`src/core/fhv_consts.svh`:
```
// Constants for the flash high-voltage register gating block
`ifndef FHV_CONSTS_SVH
`define FHV_CONSTS_SVH
// Byte addresses of the flash control window
`define FHV_ADDR_FMC 17'h0FF80
`define FHV_ADDR_GAP 17'h0FF81
`define FHV_ADDR_ERASE_BLOCK_SELECT_ONE 17'h0FF82
`define FHV_ADDR_ERASE_BLOCK_SELECT_TWO 17'h0FF83
// First address above the 32-kbyte array, last writer-mode address
`define FHV_ARRAY_TOP 17'h08000
`define FHV_WRITER_TOP 17'h1FFFF
// Reset and fixed read values
`define FHV_FMC_RST 8'h80
`define FHV_EBR_RST 8'h00
`define FHV_ALL_ONES 8'hFF
// Control register fields
`define FHV_FMC_VPP 7
`define FHV_FMC_E 1
`define FHV_FMC_P 0
// Mode pin codes
`define FHV_MODE_1 2'h1
`define FHV_MODE_2 2'h2
`define FHV_MODE_3 2'h3
// Timing
`define FHV_CLK_MHZ 50
`define FHV_RST_HOLD_CYC 10
`define FHV_OSC_SETTLE_MS 20
`define FHV_READ_SETUP_US 50
`define FHV_PROG_MAX_US 1000
// Host register offsets and command fields
`define FHV_HOST_CMD 8'h00
`define FHV_HOST_CTRL 8'h04
`define FHV_HOST_STAT 8'h08
`define FHV_CMD_WDATA_LSB 17
`define FHV_CMD_WE 25
`define FHV_CTRL_VPP 0
`define FHV_CTRL_RST 1
`define FHV_CTRL_STANDBY_REQUEST_PIN 2
`define FHV_CTRL_MODE_LSB 3
`define FHV_CTRL_WDG 5
`define FHV_CTRL_WRITER 6
`endif

```
`src/core/fhv_pkg.sv`:
```
// Types shared by both ends of the flash high-voltage link
package fhv_pkg;
  typedef enum logic [2:0] {
    ROUTE_FMC,
    ROUTE_ERASE_BLOCK_SELECT_ONE,
    ROUTE_ERASE_BLOCK_SELECT_TWO,
    ROUTE_ONES,
    ROUTE_ARRAY,
    ROUTE_EXT
  } fhv_route_e;
  typedef enum logic {
    HS_IDLE,
    HS_WAIT
  } fhv_host_st_e;
endpackage : fhv_pkg

```
`src/core/fhv_link_if.sv`:
```
// Link between the flash gating device and its controller
`timescale 1ns/1ps
interface fhv_link_if;
  logic [16:0] addr;
  logic we;
  logic req;
  logic [7:0] wdata;
  logic [7:0] rdata;
  logic ack;
  logic ext;
  logic reset_input_pin_n;
  logic standby_request_pin_n;
  logic programming_supply_pin;
  logic mode_select_pin_one;
  logic mode_select_pin_zero;
  logic writer_mode;
  modport dev (
    input addr, we, req, wdata, reset_input_pin_n, standby_request_pin_n,
    input programming_supply_pin, mode_select_pin_one, mode_select_pin_zero, writer_mode,
    output rdata, ack, ext
  );
  modport host (
    output addr, we, req, wdata, reset_input_pin_n, standby_request_pin_n,
    output programming_supply_pin, mode_select_pin_one, mode_select_pin_zero, writer_mode,
    input rdata, ack, ext
  );
endinterface : fhv_link_if

```
`src/core/fhv_host.sv`:
```
// Controller end: sequences the programming voltage and bus accesses
`timescale 1ns/1ps
`include "fhv_consts.svh"
module fhv_host
  import fhv_pkg::*;
#(
  parameter int POWERUP_CYC = `FHV_OSC_SETTLE_MS * 1000 * `FHV_CLK_MHZ, // Oscillator settling
  parameter int SETTLE_CYC = `FHV_READ_SETUP_US * `FHV_CLK_MHZ, // Array read setup
  parameter int WDG_CYC = `FHV_PROG_MAX_US * `FHV_CLK_MHZ // Longest program or erase
) (
  input wire logic clk_i, // System clock, 50 MHz
  input wire logic rst_i, // Synchronous reset, active high
  input wire logic wb_cyc_i, // Wishbone cycle
  input wire logic wb_stb_i, // Wishbone strobe
  input wire logic wb_we_i, // Wishbone write enable
  input wire logic [7:0] wb_adr_i, // Wishbone byte address
  input wire logic [31:0] wb_dat_i, // Wishbone write data
  input wire logic [3:0] wb_sel_i, // Wishbone byte selects
  output logic [31:0] wb_dat_o, // Wishbone read data
  output logic wb_ack_o, // Wishbone acknowledge
  fhv_link_if.host link // Bus and pins toward the device
);
  localparam int HOLD = `FHV_RST_HOLD_CYC;
  // Counts below one would leave the sequencer stuck or unsafe
  if (POWERUP_CYC < 1 || SETTLE_CYC < 1 || WDG_CYC < 1) begin : g_bad_counts
    $error("fhv_host: counts must be at least one");
  end

  logic [31:0] cmd_q;
  logic [6:0] ctrl_q;
  logic [31:0] pwr_cnt;
  logic [31:0] settle_cnt;
  logic [31:0] wdg_cnt;
  logic [3:0] rst_cnt;
  logic pwr_done, rst_force_q, vpp_q, pe_q, hv_seen_q, refused_q, ext_seen_q, wdg_exp_q;
  logic ack_q;
  logic [31:0] rdat_q;
  logic [7:0] last_q;
  fhv_host_st_e st_q;
  logic req_q, we_q;
  logic [16:0] addr_q;
  logic [7:0] wdata_q;
  logic reset_active, allow_vpp, cmd_wr, start, refuse, done, wdg_fire;
  logic [16:0] c_addr;
  logic [31:0] c_word;
  logic [31:0] ctrl_word;
  logic [7:0] c_wdata;
  logic c_we, c_win, c_pe;

  // Merges written bytes under their selects
  function automatic logic [31:0] fhv_merge(
    input logic [31:0] old,
    input logic [31:0] nw,
    input logic [3:0] sel
  );
    logic [31:0] r;
    r = old;
    for (int i = 0; i < 4; i++) begin
      if (sel[i]) begin
        r[i*8 +: 8] = nw[i*8 +: 8];
      end
    end
    return r;
  endfunction : fhv_merge

  // Wishbone answer one cycle after the strobe
  always_ff @(posedge clk_i) begin
    if (rst_i) begin
      ack_q <= 1'b0;
      rdat_q <= 32'h0;
    end else begin
      ack_q <= wb_cyc_i && wb_stb_i && !ack_q;
      if (wb_adr_i == `FHV_HOST_CMD) begin
        rdat_q <= cmd_q;
      end else if (wb_adr_i == `FHV_HOST_CTRL) begin
        rdat_q <= {25'h0, ctrl_q};
      end else if (wb_adr_i == `FHV_HOST_STAT) begin
        rdat_q <= {17'h0, wdg_exp_q, pwr_done, vpp_q, ext_seen_q, hv_seen_q, refused_q,
                   st_q == HS_WAIT, last_q};
      end else begin
        rdat_q <= 32'h0;
      end
    end
  end
  assign wb_ack_o = ack_q;
  assign wb_dat_o = rdat_q;

  // Command fields as they will stand after this write
  assign cmd_wr = wb_cyc_i && wb_stb_i && ack_q && wb_we_i && wb_adr_i == `FHV_HOST_CMD;
  assign c_word = fhv_merge(cmd_q, wb_dat_i, wb_sel_i);
  assign ctrl_word = fhv_merge({25'h0, ctrl_q}, wb_dat_i, wb_sel_i);
  assign c_addr = c_word[16:0];
  assign c_wdata = c_word[`FHV_CMD_WDATA_LSB +: 8];
  assign c_we = c_word[`FHV_CMD_WE];
  assign c_win = c_addr >= `FHV_ADDR_FMC && c_addr <= `FHV_ADDR_ERASE_BLOCK_SELECT_TWO;
  assign c_pe = c_wdata[`FHV_FMC_P] || c_wdata[`FHV_FMC_E];
  assign refuse = st_q != HS_IDLE || ctrl_q[`FHV_CTRL_STANDBY_REQUEST_PIN] || reset_active
    || (!c_we && c_addr < `FHV_ARRAY_TOP && settle_cnt != 0)
    || (c_we && c_addr == `FHV_ADDR_FMC && c_pe && !ctrl_q[`FHV_CTRL_WDG])
    || (ctrl_q[`FHV_CTRL_MODE_LSB +: 2] == `FHV_MODE_2 && c_win && !hv_seen_q
        && !(!c_we && c_addr == `FHV_ADDR_FMC));
  assign start = cmd_wr && !refuse;
  assign done = st_q == HS_WAIT && link.ack;

  // Host registers written by software
  always_ff @(posedge clk_i) begin
    if (rst_i) begin
      cmd_q <= 32'h0;
      ctrl_q <= 7'h00;
    end else if (wb_cyc_i && wb_stb_i && ack_q && wb_we_i) begin
      if (wb_adr_i == `FHV_HOST_CMD) begin
        cmd_q <= fhv_merge(cmd_q, wb_dat_i, wb_sel_i);
      end else if (wb_adr_i == `FHV_HOST_CTRL) begin
        ctrl_q <= ctrl_word[6:0];
      end
    end
  end

  // Power-up hold of reset through oscillator settling
  always_ff @(posedge clk_i) begin
    if (rst_i) begin
      pwr_cnt <= 32'h0;
    end else if (!pwr_done) begin
      pwr_cnt <= pwr_cnt + 32'h1;
    end
  end
  assign pwr_done = pwr_cnt >= 32'(POWERUP_CYC);
  assign reset_active = !pwr_done || ctrl_q[`FHV_CTRL_RST] || rst_force_q;

  // Cycles that reset has been held, saturating at the hold count
  always_ff @(posedge clk_i) begin
    if (rst_i || !reset_active) begin
      rst_cnt <= 4'h0;
    end else if (rst_cnt < 4'(HOLD)) begin
      rst_cnt <= rst_cnt + 4'h1;
    end
  end

  // Voltage moves only when safe, then array reads wait out the setup
  assign allow_vpp = pwr_done && !pe_q && st_q == HS_IDLE
    && (!reset_active || rst_cnt == 4'(HOLD));
  always_ff @(posedge clk_i) begin
    if (rst_i) begin
      vpp_q <= 1'b0;
      settle_cnt <= 32'h0;
    end else if (allow_vpp && vpp_q != ctrl_q[`FHV_CTRL_VPP]) begin
      vpp_q <= ctrl_q[`FHV_CTRL_VPP];
      settle_cnt <= 32'(SETTLE_CYC);
    end else if (settle_cnt != 0) begin
      settle_cnt <= settle_cnt - 32'h1;
    end
  end

  // Shadow of program and erase bits, watchdog on them
  assign wdg_fire = pe_q && wdg_cnt >= 32'(WDG_CYC) - 32'h1;
  always_ff @(posedge clk_i) begin
    if (rst_i || reset_active || ctrl_q[`FHV_CTRL_STANDBY_REQUEST_PIN]) begin
      pe_q <= 1'b0;
      wdg_cnt <= 32'h0;
    end else begin
      if (done && we_q && addr_q == `FHV_ADDR_FMC && !link.ext) begin
        pe_q <= wdata_q[`FHV_FMC_P] || wdata_q[`FHV_FMC_E];
      end
      wdg_cnt <= pe_q ? wdg_cnt + 32'h1 : 32'h0;
    end
  end

  // Watchdog expiry forces a reset long enough to clear the bits
  always_ff @(posedge clk_i) begin
    if (rst_i) begin
      rst_force_q <= 1'b0;
      wdg_exp_q <= 1'b0;
    end else begin
      if (wdg_fire) begin
        rst_force_q <= 1'b1;
        wdg_exp_q <= 1'b1;
      end else if (rst_cnt == 4'(HOLD)) begin
        rst_force_q <= 1'b0;
      end
    end
  end

  // Request state machine toward the device
  always_ff @(posedge clk_i) begin
    if (rst_i) begin
      st_q <= HS_IDLE;
      req_q <= 1'b0;
      we_q <= 1'b0;
      addr_q <= 17'h0;
      wdata_q <= 8'h0;
    end else begin
      case (st_q)
        HS_IDLE: begin
          if (start) begin
            st_q <= HS_WAIT;
            req_q <= 1'b1;
            we_q <= c_we;
            addr_q <= c_addr;
            wdata_q <= c_wdata;
          end
        end
        HS_WAIT: begin
          if (link.ack || reset_active) begin
            st_q <= HS_IDLE;
            req_q <= 1'b0;
          end
        end
        default: st_q <= HS_IDLE;
      endcase
    end
  end

  // Status: refusal, read data and the whole-byte voltage probe
  always_ff @(posedge clk_i) begin
    if (rst_i) begin
      refused_q <= 1'b0;
      hv_seen_q <= 1'b0;
      ext_seen_q <= 1'b0;
      last_q <= 8'h0;
    end else begin
      if (cmd_wr) begin
        refused_q <= refuse;
      end
      if (allow_vpp && vpp_q != ctrl_q[`FHV_CTRL_VPP]) begin
        hv_seen_q <= 1'b0;
      end else if (done && !we_q && addr_q == `FHV_ADDR_FMC) begin
        hv_seen_q <= !link.ext && link.rdata != `FHV_ALL_ONES;
      end
      if (done) begin
        last_q <= link.rdata;
        ext_seen_q <= link.ext;
      end
    end
  end

  // Pins toward the device
  assign link.req = req_q;
  assign link.we = we_q;
  assign link.addr = addr_q;
  assign link.wdata = wdata_q;
  assign link.reset_input_pin_n = !reset_active;
  assign link.standby_request_pin_n = !ctrl_q[`FHV_CTRL_STANDBY_REQUEST_PIN];
  assign link.programming_supply_pin = vpp_q && !ctrl_q[`FHV_CTRL_STANDBY_REQUEST_PIN];
  assign link.mode_select_pin_one = ctrl_q[`FHV_CTRL_MODE_LSB + 1];
  assign link.mode_select_pin_zero = ctrl_q[`FHV_CTRL_MODE_LSB];
  assign link.writer_mode = ctrl_q[`FHV_CTRL_WRITER];
endmodule : fhv_host

```
`src/flat_wrapper.sv`:
```
// flat-port wrapper written by rule: the top's interface ports become plain ports
module fhv_host_flat import fhv_pkg::*;
#(
  parameter int POWERUP_CYC = `FHV_OSC_SETTLE_MS * 1000 * `FHV_CLK_MHZ,                       
  parameter int SETTLE_CYC = `FHV_READ_SETUP_US * `FHV_CLK_MHZ,                    
  parameter int WDG_CYC = `FHV_PROG_MAX_US * `FHV_CLK_MHZ                            
)
  (clk_i, rst_i, wb_cyc_i, wb_stb_i, wb_we_i, wb_adr_i, wb_dat_i, wb_sel_i, wb_dat_o, wb_ack_o, link_addr, link_we, link_req, link_wdata, link_reset_input_pin_n, link_standby_request_pin_n, link_programming_supply_pin, link_mode_select_pin_one, link_mode_select_pin_zero, link_writer_mode, link_rdata, link_ack, link_ext);
  fhv_link_if link_i ();
  input wire logic clk_i;
  input wire logic rst_i;
  input wire logic wb_cyc_i;
  input wire logic wb_stb_i;
  input wire logic wb_we_i;
  input wire logic [7:0] wb_adr_i;
  input wire logic [31:0] wb_dat_i;
  input wire logic [3:0] wb_sel_i;
  output logic [31:0] wb_dat_o;
  output logic wb_ack_o;
  output wire logic [$bits(link_i.addr)-1:0] link_addr;
  output wire logic [$bits(link_i.we)-1:0] link_we;
  output wire logic [$bits(link_i.req)-1:0] link_req;
  output wire logic [$bits(link_i.wdata)-1:0] link_wdata;
  output wire logic [$bits(link_i.reset_input_pin_n)-1:0] link_reset_input_pin_n;
  output wire logic [$bits(link_i.standby_request_pin_n)-1:0] link_standby_request_pin_n;
  output wire logic [$bits(link_i.programming_supply_pin)-1:0] link_programming_supply_pin;
  output wire logic [$bits(link_i.mode_select_pin_one)-1:0] link_mode_select_pin_one;
  output wire logic [$bits(link_i.mode_select_pin_zero)-1:0] link_mode_select_pin_zero;
  output wire logic [$bits(link_i.writer_mode)-1:0] link_writer_mode;
  input wire logic [$bits(link_i.rdata)-1:0] link_rdata;
  input wire logic [$bits(link_i.ack)-1:0] link_ack;
  input wire logic [$bits(link_i.ext)-1:0] link_ext;
  assign link_addr = link_i.addr;
  assign link_we = link_i.we;
  assign link_req = link_i.req;
  assign link_wdata = link_i.wdata;
  assign link_reset_input_pin_n = link_i.reset_input_pin_n;
  assign link_standby_request_pin_n = link_i.standby_request_pin_n;
  assign link_programming_supply_pin = link_i.programming_supply_pin;
  assign link_mode_select_pin_one = link_i.mode_select_pin_one;
  assign link_mode_select_pin_zero = link_i.mode_select_pin_zero;
  assign link_writer_mode = link_i.writer_mode;
  assign link_i.rdata = link_rdata;
  assign link_i.ack = link_ack;
  assign link_i.ext = link_ext;
  fhv_host #(.POWERUP_CYC(POWERUP_CYC), .SETTLE_CYC(SETTLE_CYC), .WDG_CYC(WDG_CYC)) u_core (.clk_i(clk_i), .rst_i(rst_i), .wb_cyc_i(wb_cyc_i), .wb_stb_i(wb_stb_i), .wb_we_i(wb_we_i), .wb_adr_i(wb_adr_i), .wb_dat_i(wb_dat_i), .wb_sel_i(wb_sel_i), .wb_dat_o(wb_dat_o), .wb_ack_o(wb_ack_o), .link(link_i));
endmodule
```
`config.mk`:
```
export PLATFORM = sky130hd
export DESIGN_NAME = fhv_host_flat
export DESIGN_NICKNAME = d
export VERILOG_FILES = /design/src/core/fhv_pkg.sv /design/src/core/fhv_link_if.sv /design/src/core/fhv_host.sv /design/src/flat_wrapper.sv
export VERILOG_INCLUDE_DIRS = /design/src /design/src/core
export SDC_FILE = /design/constraint.sdc
export NUM_CORES = 1
export LEC_CHECK = 0
export ABC_AREA = 1
export BUFFER_PORTS_ARGS = -buffer_cell sky130_fd_sc_hd__buf_2
export CAP_MARGIN = 20
export CORE_MARGIN = 1.5
export CORE_UTILIZATION = 55
export CTS_CLUSTER_DIAMETER = 120
export DETAILED_ROUTE_END_ITERATION = 6
export GPL_TIMING_DRIVEN = 0
export PLACE_DENSITY = 0.76
export SETUP_SLACK_MARGIN = 0.3
export SYNTH_ARGS = -nofsm -noshare
export SYNTH_HDL_FRONTEND = slang
export SYNTH_SLANG_ARGS = --single-unit
```
`constraint.sdc`:
```
create_clock -name clk_i -period 5.33 [get_ports clk_i]
set_input_delay 0.2665 -clock clk_i [delete_from_list [all_inputs] [get_ports clk_i]]
set_output_delay 0.2665 -clock clk_i [all_outputs]
set_load 0.01 [all_outputs]
```
==> results.yml <==
status:
  status: "finished clean"
worst_hold_path:
  min-delay-start: "wb_stb_i"
  hold_path_class: "in2reg"
detailed_routing:
  vias_per_cell: 5.22
  routed_wirelength_um: 25100
  via_count: 9258
  first_iter_violations: 740
  final_antenna_net_count: 0
  wl_per_cell_um: 14.2
  drtPass1Iterations: 5
  drc: 0
logic_synthesis:
  synth.top_cells.by_count: "286 x nor2_1, 277 x nand2_1, 215 x dfxtp_1"
  synthesis.nets: 1446
  synth_top_cell_area_share_pct: 44.4
  synth_warnings: 0
  synth_edf_count: 0
  syn_avg_cell_area_um2: 7.01
  synth.distinct_cells: 39
  synth_largest_area_cell: "dfxtp_1"
  synth.most_common_cell: "nor2_1"
  postSynthCellCount: 1381
  synth_area_leaders: "dfxtp_1 44%, nor2_1 11%, nand2_1 11%, inv_1 6.1%, a21oi_1 3.9%"
  yosysSeqAreaShare_pct: 44.4
  synth_area_um2: 9680
  synthFlopType: "dfxtp_1"
  async_reset_ff_share_pct: 0
  synth_seq_cells: 215
timing:
  hold_viol: 0
  max-slew-margin-rel_pct: 30.2
  whs_ns: 0.0208
  period_share_pct: 45.8
  fin_crit_ns: 2.44
  drv_slew: 0
  finalSetupTns_ns: 0
  rsz0062_at_grt: "no"
  worst_pin_slew_ns: 1.04
  timing.fmax_mhz: 410
  setup_viol: 0
  fin_skew_ns: 0.0117
global_routing:
  grt_max_degree: 15
  grt_pass1_wl_um: 40100
  overflow: 0
  grt_pass1_vias: 8215
  grt_antenna_before_repair: 2
  grt_usage_pct: 27.2
cells_and_area:
  postLayoutCellArea_um2: 11300
  nFillCells: 1555
  register_area_um2: 4300
  drive_gt1_share_pct: 13.3
  num-nets-final: 1594
  syn_to_final_growth_pct: 17.2
  multi_input_area_um2: 4560
placement:
  placed_area_um2: 10600
  gp_congestion: 0.928
  hpwl_um: 19000
  io_buffers: 123
worst_setup_path:
  worstSetupEndpointType: "flop"
  crit_chain: "inv_1 -> nand4_1 -> nor3_1 -> nand2_1 -> nand2_1 -> nand2_1 -> buf_2 -> a21oi_1"
  cpMostUsedCell: "nand2_1"
  regToRegStartpoint: "u_core.pwr_cnt[29]"
  cp_max_fo: 10
  cp-start-kind: "flop"
  slowest_stage: "nor3_1"
  cp_slowest_stage_delay_ns: 0.47
  arrival_ns: 2.88
  startpoint: "u_core.pwr_cnt[29]"
  required_ns: 5.77
  ff2ff_setup_slack_ns: 2.89
  criticalPathCategory: "reg2reg"
clock_tree:
  cts_setup_buffers: 0
  cts.path.max_buffers: 3
  cts_tree: "done"
  cts_hold_buf: 0
  cts-htree-levels: 1
  cts_buffers: 23
  path_clk_slew_ns: 0.06
  cts-resized-gates: 0
  cts_root_buf: "clkbuf_16"
  clkSinkCount: 215
  worstSkewPairLatency_ns: 0.52
die:
  start_util_pct: 56.2
  io_pins: 125
  core_um2: 17200
  row_count: 48
  die_area_um2: 18400
  fp.dieH_um: 136
  die_w_um: 136
power_and_ir_drop:
  ir_worst_vdd_uv: 400
  p_leak_nw: 4.70
  powerDensity_nw_per_um2: 379
job:
  cap_violations: 0
stage by stage:
stage	total power [mW]	setup WS, ns	util, %	cells
detailed placement	2.72	2.96	61.4	1729
CTS	4.31	2.93	65.8	1770
finish	4.30	2.89	65.8	1772
global placement	2.70	2.98	61.4	1729
global route	4.52	2.72	65.8	1772
floorplan	2.51	3.44	-	1381
layout make-up:
| class | instances | share of cell area, % |
|---|---|---|
| inverter | 161 | 5.33 |
| clock buffer | 29 | 5.62 |
| sequential | 215 | 37.9 |
| clock inverter | 12 | 1.09 |
| antenna | 2 | 0.0441 |
| buffer | 45 | 1.86 |
| timing repair buffer | 123 | 5.42 |
| tap | 225 | 2.48 |
| multi-input combinational | 960 | 40.2 |
registers in the layout (all words and copies together) (netlist names), 8 cells and up:
signal / flops
u_core.cmd_q: 32
u_core.pwr_cnt: 32
u_core.settle_cnt: 32
u_core.wb_dat_o: 32
u_core.wdg_cnt: 32
u_core.link.addr: 17
u_core.last_q: 8
u_core.link.wdata: 8
final timing paths:
| path | end | cells past startpoint |
|---|---|---|
| hold reg to reg | u_core.pwr_cnt[29] | 2 |
| hold / removal | u_core.wb_ack_o | 3 |
| setup reg to reg | u_core.settle_cnt[15] | 8 |
| setup / recovery | u_core.settle_cnt[15] | 8 |
placed cells by master (no fill, tap or decap), types with 3 or more instances in the layout:
cell type and count:
a31oi_1 3, and3_1 3, buf_6 3, nor2_2 6, nor3_1 34, nor2_1 286
nand2_2 4, nor4_1 10, nand2_1 277, o21ai_0 63, a211oi_1 28, dfxtp_1 215
nor2_4 4, xnor2_1 24, buf_2 130, nor3b_1 3, ha_1 6, a21oi_1 75
clkbuf_16 23, inv_1 158, nand4_1 53, buf_1 5, xor2_1 15, nand3_1 38
clkbuf_1 29, or2_2 9, clkbuf_8 4, buf_4 3, o22ai_1 7, clkinv_2 6
logic make-up (layout without fill, tap and decap cells):
kind of cell	after synthesis	count (layout)	share of synthesized area [%]
adders and majority gates	6	6	0.775
and+or+nand+nor	732	732	32.4
buffers and inverters	206	370	8.42
AOI/OAI and AO/OA	183	183	10.5
other	0	2	0
DFF	215	215	44.4
xor gates and xnor gates	39	39	3.53
layer usage:
layer / vias to the layer above / global-route usage, % / part of all wire [%]
li1: 4738 / - / -
met2: 290 / 44.3 / 45
met4: 0 / 8.66 / 2.9
met1: 4183 / 37.5 / 46
met3: 47 / 3.40 / 6.5
met5: - / 0 / 0
report_power, final:
part | internal (mW) | leakage, nW | switching [mW] | total [mW]
registers | 1.69 | 1.74 | 0.0770 | 1.77
logic | 0.334 | 2.58 | 0.590 | 0.924
clock network | 0.948 | 0.380 | 0.657 | 1.60
total | 2.97 | 4.70 | 1.32 | 4.30
critical path: cells and delay by family (launching register included):
family,cells,cell delay (ns)
AND/OR/NAND/NOR,5,1.53
buffers and inverters,2,0.38
flip-flops,1,0.30
AO/OA/AOI/OAI,1,0.15
No activity file was read; power rests on OpenSTA's default activity.
